==> config.mk <==
export PLATFORM = sky130hd
export DESIGN_NAME = adhc_chain
export DESIGN_NICKNAME = d
export VERILOG_FILES = /design/src/adhc_pkg.sv /design/src/adhc_hpf.sv /design/src/adhc_chain.sv
export VERILOG_INCLUDE_DIRS = /design/src /design/src/src
export SDC_FILE = /design/constraint.sdc
export NUM_CORES = 2
export LEC_CHECK = 0
export BUFFER_PORTS_ARGS = -buffer_cell sky130_fd_sc_hd__buf_4
export CELL_PAD_IN_SITES_DETAIL_PLACEMENT = 1
export CELL_PAD_IN_SITES_GLOBAL_PLACEMENT = 1
export CORE_MARGIN = 2
export CORE_UTILIZATION = 30
export CTS_CLUSTER_DIAMETER = 80
export DETAILED_ROUTE_END_ITERATION = 7
export PLACE_DENSITY_LB_ADDON = 0.12
export SLEW_MARGIN = 20
export SYNTH_ARGS = -nofsm -noshare
export SYNTH_HDL_FRONTEND = slang
export SYNTH_SLANG_ARGS = --single-unit
==> constraint.sdc <==
create_clock -name REF_CLK_I -period 26.2 [get_ports REF_CLK_I]
set_input_delay 1.31 -clock REF_CLK_I [delete_from_list [all_inputs] [get_ports REF_CLK_I]]
set_output_delay 1.31 -clock REF_CLK_I [all_outputs]
set_load 0.01 [all_outputs]
==> src/adhc_consts.svh <==
// constants for the audio decimation and dc-removal chain
// assumes inclusion by bare name from the hpf and chain modules
`ifndef ADHC_CONSTS_SVH
`define ADHC_CONSTS_SVH

// reference clock
`define ADHC_REF_CLK_HZ      125000000
// dc-removal high-pass corner as a fraction of the output rate, in millionths
`define ADHC_HPF_FC_PPM      250
// one-pole coefficient 1 - exp(-2*pi*fc/fs) scaled by 2**ADHC_HPF_FRAC
`define ADHC_HPF_FRAC        16
`define ADHC_HPF_ALPHA       103
// output rate above which the record path runs wide band
`define ADHC_WIDE_RATE_HZ    176400
`define ADHC_WIDE_BW_HZ      80000
`define ADHC_WIDE_PERIOD_CYC (`ADHC_REF_CLK_HZ / `ADHC_WIDE_RATE_HZ)
// linear-phase design targets, in tenths of a dB or of a sample
`define ADHC_LP_RIPPLE_CDB   5
`define ADHC_LP_PASS_EDGE    454
`define ADHC_LP_8K_STOP_DB   727
`define ADHC_LP_8K_FAR_DB    812
`define ADHC_LP_8K_GD        171
`define ADHC_LP_16K_STOP_DB  733
`define ADHC_LP_16K_FAR_DB   950
`define ADHC_LP_16K_GD       157
`define ADHC_LP_24K_STOP_DB  730
`define ADHC_LP_24K_FAR_DB   964
`define ADHC_LP_24K_GD       166
// default channel count and widths
`define ADHC_CHANNELS        4
`define ADHC_MOD_W           8
`define ADHC_ACC_GROW        10
`define ADHC_PERIOD_W        16

`endif

==> src/adhc_pkg.sv <==
// types shared by the decimation chain and its high-pass stage
// assumes nothing beyond the constants header
package adhc_pkg;
  typedef enum logic [1:0] {
    ADHC_ST_IDLE = 2'h1,
    ADHC_ST_RUN  = 2'h2
  } adhc_state_t;

  typedef enum logic [1:0] {
    ADHC_SET_LIN = 2'h1,
    ADHC_SET_LOW = 2'h2
  } adhc_set_t;
endpackage : adhc_pkg

==> src/adhc_hpf.sv <==
// first-order dc-removal high-pass stage for one channel
// assumes one sample pulse per output frame, several cycles apart
`timescale 1ns/100ps
`include "adhc_consts.svh"

module adhc_hpf
  import adhc_pkg::*;
#(
  parameter int W     = 18,
  parameter int FRAC  = `ADHC_HPF_FRAC,
  parameter int ALPHA = `ADHC_HPF_ALPHA
) (
  input  wire logic                clk_i,
  input  wire logic                rst_i,
  input  wire logic                in_valid_i,
  input  wire logic signed [W-1:0] in_data_i,
  output logic                     out_valid_o,
  output logic signed [W-1:0]      out_data_o
);
  localparam int YW = W + FRAC + 2;
  // signed limits keep the clamp compare signed; an unsigned limit would pin negatives high
  localparam logic signed [YW-FRAC-1:0] Y_MAX = (YW-FRAC)'((64'sd1 <<< (W-1)) - 64'sd1);
  localparam logic signed [YW-FRAC-1:0] Y_MIN = -Y_MAX;

  typedef struct packed {
    logic signed [W-1:0]  x1;
    logic signed [YW-1:0] y;
    logic signed [W-1:0]  out;
    logic                 valid;
  } adhc_hpf_st_t;

  adhc_hpf_st_t st_reg, st_next;
  logic signed [W:0]       diff;
  logic signed [YW+8:0]    prod;
  logic signed [YW-1:0]    y_new;
  logic signed [YW-FRAC-1:0] y_int;

  generate
    if (ALPHA < 1 || ALPHA > 255 || W < 4) begin : g_bad
      $error("adhc_hpf: coefficient or width out of range");
    end
  endgenerate

  always_comb begin
    st_next = st_reg;
    st_next.valid = 1'b0;
    diff  = (W+1)'(in_data_i) - (W+1)'(st_reg.x1);
    prod  = (YW+9)'(st_reg.y) * (YW+9)'(ALPHA);
    // y[n] = x[n] - x[n-1] + (1 - alpha) * y[n-1]
    y_new = st_reg.y + (YW'(diff) <<< FRAC) - YW'(prod >>> FRAC);
    y_int = y_new[YW-1:FRAC];
    if (in_valid_i) begin
      st_next.x1    = in_data_i;
      st_next.y     = y_new;
      st_next.valid = 1'b1;
      // clamp keeps a full-scale step from wrapping the output word
      if (y_int > Y_MAX) begin
        st_next.out = {1'b0, {(W-1){1'b1}}};
      end else if (y_int < Y_MIN) begin
        st_next.out = {1'b1, {(W-2){1'b0}}, 1'b1};
      end else begin
        st_next.out = y_int[W-1:0];
      end
    end
  end

  always_ff @(posedge clk_i) begin
    if (rst_i) begin
      st_reg <= '0;
    end else begin
      st_reg <= st_next;
    end
  end

  assign out_valid_o = st_reg.valid;
  assign out_data_o  = st_reg.out;

  a_hpf_latency: assert property (@(posedge clk_i) disable iff (rst_i)
    in_valid_i |=> out_valid_o ##1 !out_valid_o)
    else $error("hpf output not one cycle after input");
  a_hpf_dc_zero: assert property (@(posedge clk_i) disable iff (rst_i)
    in_valid_i && in_data_i == st_reg.x1 && st_reg.y == '0 |=> out_data_o == '0)
    else $error("hpf passes a settled dc level");
endmodule : adhc_hpf

==> src/adhc_chain.sv <==
// record-path decimation and dc-removal chain for all converter channels
// assumes modulator words and frame sync arrive synchronous to the reference clock,
// frame sync high for at least one cycle and low for at least four per frame
`timescale 1ns/100ps
`include "adhc_consts.svh"

//////////////////////////////////////////////////////////////////////////////
module adhc_chain
  import adhc_pkg::*;
#(
  parameter int CH   = `ADHC_CHANNELS,
  parameter int MW   = `ADHC_MOD_W,
  parameter int GROW = `ADHC_ACC_GROW,
  parameter int PW   = `ADHC_PERIOD_W
) (
  input  wire logic              REF_CLK_I,
  input  wire logic              RESET_I,
  input  wire logic              MASTER_MODE_I,
  input  wire logic              FILTER_SELECT_PIN_I,
  input  wire logic              FRAME_SYNC_I,
  input  wire logic              MOD_VALID_I,
  input  wire logic [CH*MW-1:0]  MOD_DATA_I,
  output logic [CH*(MW+GROW)-1:0] SAMPLES_O,
  output logic                   SAMPLE_VALID_O,
  output logic                   LOW_LATENCY_O,
  output logic                   WIDE_BAND_O
);
  localparam int AW = MW + GROW;
  localparam logic [PW-1:0] WIDE_CYC = PW'(`ADHC_WIDE_PERIOD_CYC);

  typedef struct packed {
    adhc_state_t              state;
    adhc_set_t                set;
    logic                     wide;
    logic                     fs_prev;
    logic [PW-1:0]            period;
    logic [CH-1:0][AW-1:0]    acc;
    logic [CH-1:0][AW-1:0]    h1;
    logic [CH-1:0][AW-1:0]    h2;
    logic [CH-1:0][AW-1:0]    dec;
    logic                     dec_valid;
    logic [CH*AW-1:0]         samples;
    logic                     out_valid;
  } adhc_chain_st_t;

  adhc_chain_st_t st_reg, st_next;
  logic                  frame_edge;
  logic                  wide_now;
  adhc_set_t             set_now;
  logic [CH-1:0][AW-1:0] mod_ext;
  logic [CH-1:0][AW+1:0] fir_sum;
  logic [CH-1:0]         hpf_valid;
  logic [CH-1:0][AW-1:0] hpf_data;

  generate
    if (CH < 1 || MW < 2 || GROW < 1 || PW < 12) begin : g_bad
      $error("adhc_chain: parameters out of range");
    end
  endgenerate

  //////////////////////////////////////////////////////////////////////////////
  // frame tracking and filter-set choice

  assign frame_edge = FRAME_SYNC_I && !st_reg.fs_prev;
  // period is measured in reference cycles; a short frame means a high output rate
  assign wide_now   = (st_reg.period <= WIDE_CYC);

  always_comb begin
    if (MASTER_MODE_I) begin
      // pin is a clock-ratio strap in master mode, never a filter choice
      set_now = ADHC_SET_LIN;
    end else if (FILTER_SELECT_PIN_I) begin
      set_now = ADHC_SET_LOW;
    end else begin
      set_now = ADHC_SET_LIN;
    end
  end

  //////////////////////////////////////////////////////////////////////////////
  // decimation datapath

  always_comb begin
    st_next = st_reg;
    st_next.fs_prev   = FRAME_SYNC_I;
    st_next.dec_valid = 1'b0;
    st_next.out_valid = 1'b0;
    for (int c = 0; c < CH; c++) begin
      mod_ext[c] = {{GROW{MOD_DATA_I[c*MW+MW-1]}}, MOD_DATA_I[c*MW +: MW]};
      // symmetric 1-2-1 taps give exact linear phase at one sample of delay
      fir_sum[c] = {{2{st_reg.acc[c][AW-1]}}, st_reg.acc[c]}
                 + {st_reg.h1[c][AW-1], st_reg.h1[c], 1'b0}
                 + {{2{st_reg.h2[c][AW-1]}}, st_reg.h2[c]};
    end
    if (st_reg.period != {PW{1'b1}}) begin
      st_next.period = st_reg.period + PW'(1);
    end
    for (int c = 0; c < CH; c++) begin
      if (MOD_VALID_I) begin
        st_next.acc[c] = st_reg.acc[c] + mod_ext[c];
      end
    end
    if (frame_edge) begin
      st_next.period = PW'(1);
      st_next.wide   = wide_now;
      st_next.set    = set_now;
      for (int c = 0; c < CH; c++) begin
        // a word arriving on the edge opens the new frame
        st_next.acc[c] = MOD_VALID_I ? mod_ext[c] : '0;
      end
      unique case (st_reg.state)
        ADHC_ST_IDLE: begin
          // first frame is partial, so it is dropped rather than output
          st_next.state = ADHC_ST_RUN;
        end
        ADHC_ST_RUN: begin
          st_next.dec_valid = 1'b1;
          for (int c = 0; c < CH; c++) begin
            st_next.h1[c] = st_reg.acc[c];
            st_next.h2[c] = st_reg.h1[c];
            if (set_now == ADHC_SET_LOW) begin
              st_next.dec[c] = st_reg.acc[c];
            end else if (wide_now) begin
              // pure delay keeps the band flat to the output nyquist rate
              st_next.dec[c] = st_reg.h1[c];
            end else begin
              // stop-band and delay figures stay targets here
              st_next.dec[c] = fir_sum[c][AW+1:2];
            end
          end
        end
      endcase
    end
    // all channels leave in the same cycle from one shared strobe
    if (hpf_valid[0]) begin
      st_next.samples   = hpf_data;
      st_next.out_valid = 1'b1;
    end
  end

  always_ff @(posedge REF_CLK_I) begin
    if (RESET_I) begin
      st_reg       <= '0;
      st_reg.state <= ADHC_ST_IDLE;
      st_reg.set   <= ADHC_SET_LIN;
    end else begin
      st_reg <= st_next;
    end
  end

  //////////////////////////////////////////////////////////////////////////////
  // shared high-pass, one copy per channel with one coefficient

  generate
    for (genvar g = 0; g < CH; g++) begin : g_hpf
      adhc_hpf #(
        .W     (AW),
        .FRAC  (`ADHC_HPF_FRAC),
        .ALPHA (`ADHC_HPF_ALPHA)
      ) u_hpf (
        .clk_i       (REF_CLK_I),
        .rst_i       (RESET_I),
        .in_valid_i  (st_reg.dec_valid),
        .in_data_i   (st_reg.dec[g]),
        .out_valid_o (hpf_valid[g]),
        .out_data_o  (hpf_data[g])
      );
    end
  endgenerate

  assign SAMPLES_O      = st_reg.samples;
  assign SAMPLE_VALID_O = st_reg.out_valid;
  // one-hot code: bit 1 marks the low-latency set, so the pin is a bare flop
  assign LOW_LATENCY_O  = st_reg.set[1];
  assign WIDE_BAND_O    = st_reg.wide;

  //////////////////////////////////////////////////////////////////////////////
  // checks

  a_frame_output: assert property (@(posedge REF_CLK_I) disable iff (RESET_I)
    frame_edge && st_reg.state == ADHC_ST_RUN |-> ##3 SAMPLE_VALID_O)
    else $error("no sample three cycles after frame edge");
  a_single_sample: assert property (@(posedge REF_CLK_I) disable iff (RESET_I)
    SAMPLE_VALID_O |=> !SAMPLE_VALID_O [*3])
    else $error("more than one sample per frame");
  a_slave_linear: assert property (@(posedge REF_CLK_I) disable iff (RESET_I)
    frame_edge && !MASTER_MODE_I && !FILTER_SELECT_PIN_I |=> !LOW_LATENCY_O)
    else $error("slave low pin did not select linear phase");
  a_slave_lowlat: assert property (@(posedge REF_CLK_I) disable iff (RESET_I)
    frame_edge && !MASTER_MODE_I && FILTER_SELECT_PIN_I |=> LOW_LATENCY_O)
    else $error("slave high pin did not select low latency");
  a_master_linear: assert property (@(posedge REF_CLK_I) disable iff (RESET_I)
    MASTER_MODE_I && frame_edge |=> !LOW_LATENCY_O)
    else $error("master mode left linear phase");
  a_default_set: assert property (@(posedge REF_CLK_I)
    $past(RESET_I) |-> !LOW_LATENCY_O)
    else $error("filter set not linear after reset");
  a_lowlat_path: assert property (@(posedge REF_CLK_I) disable iff (RESET_I)
    frame_edge && st_reg.state == ADHC_ST_RUN && set_now == ADHC_SET_LOW
    |=> st_reg.dec[0] == $past(st_reg.acc[0]))
    else $error("low latency path not direct");
  a_linear_taps: assert property (@(posedge REF_CLK_I) disable iff (RESET_I)
    frame_edge && st_reg.state == ADHC_ST_RUN && set_now == ADHC_SET_LIN && !wide_now
    |=> st_reg.dec[0] == AW'(($signed({$past(st_reg.acc[0][AW-1]), $past(st_reg.acc[0])})
        + 2 * $signed({$past(st_reg.h1[0][AW-1]), $past(st_reg.h1[0])})
        + $signed({$past(st_reg.h2[0][AW-1]), $past(st_reg.h2[0])})) >>> 2))
    else $error("linear phase taps wrong");
  a_wide_delay: assert property (@(posedge REF_CLK_I) disable iff (RESET_I)
    frame_edge && st_reg.state == ADHC_ST_RUN && set_now == ADHC_SET_LIN && wide_now
    |=> st_reg.dec[0] == $past(st_reg.h1[0]) && WIDE_BAND_O)
    else $error("wide band path not flat delay");
  a_aligned: assert property (@(posedge REF_CLK_I) disable iff (RESET_I)
    (&hpf_valid) || !(|hpf_valid))
    else $error("channels out of step");

  c_lowlat_out: cover property (@(posedge REF_CLK_I) disable iff (RESET_I)
    LOW_LATENCY_O && SAMPLE_VALID_O);
  c_wide_out: cover property (@(posedge REF_CLK_I) disable iff (RESET_I)
    WIDE_BAND_O && SAMPLE_VALID_O);
  c_master_out: cover property (@(posedge REF_CLK_I) disable iff (RESET_I)
    MASTER_MODE_I && FILTER_SELECT_PIN_I && SAMPLE_VALID_O);
endmodule : adhc_chain

[Word level (Yosys, flattened, before mapping)]
Cells that the tools add are included.
Cells by class
  reductions and logical operators: 8
  divide/modulo/power cells: 0
  bitwise operators: 1
  equal/unequal tests: 4
  add/sub/neg operators: 25
  magnitude comparators: 9
  mux-type cells: 31
  multiply operators: 4
  shift operators: 0
Operators with widths (number)
  18-bit two-way mux: 24
  290-bit two-way mux: 1
  217-bit two-way mux: 1
  36-bit by 8-bit multiplier with 44-bit output, second input constant: 4
  36-bit by 35-bit adder with 36-bit output: 4
  36-bit by 28-bit subtractor with 36-bit output: 4
  18-bit by 19-bit adder with 20-bit output: 4
  20-bit adder: 4
  20-bit by 18-bit greater-than comparator with 1-bit output, second input constant: 4
  20-bit by 18-bit less-than comparator with 1-bit output, second input constant: 4
  18-bit by 18-bit subtractor with 19-bit output: 4
  18-bit adder: 4
  16-bit by 1-bit adder with 16-bit output, second input constant: 1
  16-bit by 10-bit <= comparator with 1-bit output, second input constant: 1
  16-bit != test, second input constant: 1
  2-bit equality test, second input constant: 2
  2-bit two-way mux: 2
  2-bit AND reduction: 2
  2-bit nonzero test: 2
  2-bit OR reduction: 2
  1-bit two-way mux: 3
  2-bit by 1-bit equality test with 1-bit output, second input constant: 1
  1-bit logical AND: 1
  1-bit zero test: 1
  1-bit inverter: 1
Word-level totals
  input bits: 38
  memories: 0
  bits in latches: 0
  memory bits (read-only): 0
  RAM bits: 0
  output and inout port bits: 75
  bits in registers: 673

[Logic depth before layout (Yosys ltp)]
  word-level depth: 6
  depth in mapped cells: 38
  depth with buffers taken out: 36

[Hierarchy]
Synthesis repeated with hierarchy kept, for this count alone.
Second synthesis, totals
  cells, all modules: 8228
  area, all modules: 68953.6 um^2
Modules (own cells, without submodules)
  adhc_chain: times used 1, cells each 2843, sequential area each 7667.4 um^2, area each 23138.4 um^2
  adhc_hpf (g_hpf[2].u_hpf): times used 1, cells each 1364, sequential area each 1461.4 um^2, area each 11594.9 um^2
  adhc_hpf (g_hpf[3].u_hpf): times used 1, cells each 1368, sequential area each 1461.4 um^2, area each 11549.8 um^2
  adhc_hpf (g_hpf[0].u_hpf): times used 1, cells each 1350, sequential area each 1461.4 um^2, area each 11544.8 um^2
  adhc_hpf (g_hpf[1].u_hpf): times used 1, cells each 1303, sequential area each 1461.4 um^2, area each 11125.7 um^2

[Least setup slack after synthesis]
OpenSTA, ideal clock, no wires.
  path kind: register to register
  start: register g_hpf[1].u_hpf.st_reg[30] in the netlist's numbering
  end: register g_hpf[1].u_hpf.st_reg, in the netlist g_hpf[1].u_hpf.out_data_o[10]
  required time: 26.140 ns
  data arrival time: 8.718 ns
  setup time: 0.060 ns
  cell stages (with the launch flop): 35
  slack: 17.422 ns
  path buffers: 1
  cells stage by stage: dfxtp_1 -> ha_1 -> fa_1 -> inv_1 -> fa_1 -> fa_1 -> inv_1 -> ha_1 -> nand4_1 -> or2_2 -> o31ai_1 -> a31o_2 -> nor4_1 -> or3b_2 -> a21boi_0 -> o21ai_0 -> a21boi_0 -> o21ai_0 -> xnor2_1 -> fa_1 -> inv_1 -> ha_1 -> a21oi_1 -> a21boi_0 -> o21a_1 -> o21ai_0 -> a31oi_1 -> a311oi_1 -> o22ai_1 -> o41ai_1 -> nor3_1 -> a211o_1 -> a21oi_1 -> clkbuf_1 -> a221o_1
Between the ends
  longest elaborated chain between the ends: 5
Ends and longest elaborated chain
  start, declared: line adhc_hpf.sv:32  | adhc_hpf_st_t st_reg, st_next;
  start signal, assigned: line adhc_hpf.sv:71  | st_reg <= st_next;
  36-bit by 8-bit multiplier with 44-bit output / 36-bit by 35-bit adder with 36-bit output (equally long branches): line adhc_hpf.sv:48, adhc_hpf.sv:50
  36-bit by 28-bit subtractor with 36-bit output *: line adhc_hpf.sv:50  | y_new = st_reg.y + (YW'(diff) <<< FRAC) - YW'(prod >>> FRAC);
  20-bit by 18-bit less-than comparator with 1-bit output: line adhc_hpf.sv:59  | end else if (y_int < Y_MIN) begin
  18-bit two-way mux: line adhc_hpf.sv:59
  18-bit two-way mux *: line adhc_hpf.sv:57  | if (y_int > Y_MAX) begin
Mark *: on every way between the ends. The rest lies on a longest branch, timed or not.
A chain may end at the register's enable or synchronous reset.

[Worst setup path in the final report]
  start: register g_hpf[3].u_hpf.st_reg[23] in the netlist's numbering
  end: register g_hpf[3].u_hpf.st_reg, in the netlist g_hpf[3].u_hpf.out_data_o[1]
Between the ends
  longest elaborated chain between the ends: 5
Ends and longest elaborated chain (line)
  start, declared: adhc_hpf.sv:32
  start signal, assigned: adhc_hpf.sv:71
  36-bit by 8-bit multiplier with 44-bit output / 36-bit by 35-bit adder with 36-bit output (equally long branches): adhc_hpf.sv:48, adhc_hpf.sv:50
  36-bit by 28-bit subtractor with 36-bit output *: adhc_hpf.sv:50
  20-bit by 18-bit less-than comparator with 1-bit output: adhc_hpf.sv:59
  18-bit two-way mux: adhc_hpf.sv:59
  18-bit two-way mux *: adhc_hpf.sv:57
Marked as above.

==> impl_metrics.ini <==
[sta]
finalCritPeriodShare = 0.387
max_freq_mhz = 98.7
setup_slack_ps = 16060
rsz0062_at_grt = no
skew_ps = 66.8
hold_viol_final = 0
tns_ps = 0
period_minus_slack_ps = 10140
tightest_slew_ps = 1090
slew_headroom = 0.269
whs_ps = 458
drv_slew = 0
setup_viol = 0

[status]
status = finished clean

[placed_design]
pre_cts_ws_ps = 16020
gp_congestion = 0.823
io_buffer_count = 112
dpl.hpwl_mm = 159

[pwr]
powerDensity_nw_per_um2 = 50.2
peakVddDrop_mv = 0.0502
p_leak_nw = 32.6
p_total_mw = 3.67

[critical_path]
crit-reg2reg-launch = g_hpf[3].u_hpf.st_reg[23]
startpoint = g_hpf[3].u_hpf.st_reg[23]
timing.rr.end = g_hpf[3].u_hpf.out_data_o[1]
crit_top_cell = a21o_1
cp-start-kind = flop
crit_path_max_fanout = 12
cpPeakStageDelay_ps = 760
crit_end = g_hpf[3].u_hpf.out_data_o[1]
r2r_slack_ps = 16060
cp_data_required_time_ps = 26760
r2r_cells = 35
crit_path_top_delay_cell = a311oi_2
arrival_ps = 10700
crit_type = flop to flop
cp-end-kind = flop

[logic_synthesis]
synth.distinct_cells = 90
syn_inst = 7802
synth.most_common_cell = inv_1
post-synth-top-area-cell = dfxtp_1
yosys.area.top_type_share = 0.204
yosysWarnings = 0
syn-num-nets = 9172
synth-edff-count = 0
synth_flop_cell = dfxtp_1
synth_area_leaders = dfxtp_1 20%, fa_1 16%, ha_1 15%, inv_1 6.8%, a21oi_1 4.2%
ys_ff_latch = 672
ys_top_cells_by_count = 1199 x inv_1, 790 x ha_1, 672 x dfxtp_1, 650 x nand2_1, 632 x nor2_1
synthesis.area_um2 = 66100
avgSynthCellArea_um2 = 8.47
synthArstFlopShare = 0
yosysSeqAreaShare = 0.204

[global_routing]
grt_pass1_wl_mm = 323
grtUsageTotal = 0.180
grt-ovfl-total = 0
grt_start_max_net_pins = 144
grt_pass1_vias = 56500
antenna_found_initial = 6

[routing]
drc = 0
first_pass_iters = 5
wire_per_inst_um = 18.8
drtIter0Drc = 2001
viasPerCell = 4.93
via_count = 52700
antenna_left = 0
routed_wirelength_mm = 201

[clock_tree]
clock-sinks = 672
cts_buffers = 102
cts_hold_buf = 0
cts_tree = built
postCtsSetupBuffers = 0
cts-root-buf = clkbuf_16
htree_levels = 3
cts_resized = 0
clock_path_buffers = 3
clkLatencyLatePin_ps = 770
clk_pin_slew_ps = 60

[layout]
drive_gt1_frac = 0.0535
largest_register_ffs = 308
area.growth.synth_to_final_pct = 10.6
nets = 9098
fill_cells = 25500
post-route-util = 0.333

[floorplan]
start_util = 0.301
core_um2 = 219000
die_h_um = 473
pin_count = 113
rows = 172
die_x_um = 473
die_area_um2 = 224000

[worst_hold_path]
hold_path_class = flop to flop

[run]
maxCapViolCount = 0
worst min path at each step:
stage,end,depth (start not counted),start
after floorplan,g_hpf[1].u_hpf.out_data_o[17],1,g_hpf[1].u_hpf.out_data_o[17]
after global placement,g_hpf[1].u_hpf.out_data_o[17],1,g_hpf[1].u_hpf.out_data_o[17]
after detailed placement,g_hpf[1].u_hpf.out_data_o[17],1,g_hpf[1].u_hpf.out_data_o[17]
after CTS,g_hpf[1].u_hpf.out_data_o[17],1,g_hpf[1].u_hpf.out_data_o[17]
after global routing,g_hpf[1].u_hpf.out_data_o[17],1,g_hpf[1].u_hpf.out_data_o[17]
final,st_reg[153],2,st_reg[225]
metal layers:
metal / vias to the layer above / wire (um) / global-route usage
met5: - / 59 / 0
met4: 8 / 4860 / 0.0458
met3: 227 / 5350 / 0.0222
met2: 435 / 91400 / 0.296
met1: 25900 / 99100 / 0.249
li1: 26100 / - / -
power by group:
part	internal [mW]	leakage, nW	switching, mW
Clock	0.920	1.79	0.589
Combinational	0.409	25.4	0.676
Sequential	1.04	5.43	0.0343
logic make-up after synthesis:
family | after synthesis | share of synthesized area
AND/OR/NAND/NOR | 1871 | 0.127
AO/OA/AOI/OAI | 1736 | 0.172
buffers and inverters | 1534 | 0.0913
adder cells (fa/ha/maj) | 1332 | 0.314
flip-flops | 672 | 0.204
XOR/XNOR | 415 | 0.0555
multiplexers | 242 | 0.0367
stage by stage:
stage	area (um^2)	instances
final	73100	10700
after global routing	73100	10700
after CTS	73100	10700
after detailed placement	69400	10500
after global placement	69400	10500
after floorplan	66100	7802
layout make-up:
class / instances / area [um^2] / share of cell area
multi-input cells: 5596 / 46700 / 0.638
clock inverters: 58 / 875 / 0.0120
well taps: 2871 / 3590 / 0.0491
diodes: 2 / 5.00 / 0.0000684
repair buffers: 153 / 1180 / 0.0162
clock buffers: 131 / 2820 / 0.0386
inverters: 1203 / 4520 / 0.0618
flip-flops and latches: 672 / 13500 / 0.184
worst max-delay path, delay by kind of cell, from the launching register on:
family                     cells  cell delay, ps
buffers and inverters          3             150
adders and majority gates      7            2900
xor gates and xnor gates       2             280
AOI/OAI and AO/OA             22            6030
DFF                            1             450
and+or+nand+nor                1             120
layout by cell type (no fill, tap or decap), drive strengths merged, types with 22 or more instances in the layout:
cell type / instances
inv: 1217
ha: 790
dfxtp: 672
nand2: 650
nor2: 632
a21oi: 556
fa: 542
o21ai: 285
xnor2: 267
mux2i: 237
a21o: 193
buf: 153
xor2: 147
clkbuf: 131
o211ai: 112
nand3: 101
nor3: 101
a211oi: 91
o21a: 65
nor2b: 61
nand2b: 60
a22oi: 55
a221o: 51
a31oi: 44
and3: 43
o31ai: 37
and2: 35
a21boi: 35
nand4: 34
or3: 33
or2: 27
clkinv: 23
o21bai: 22
Power figures use the tool's default switching activity.
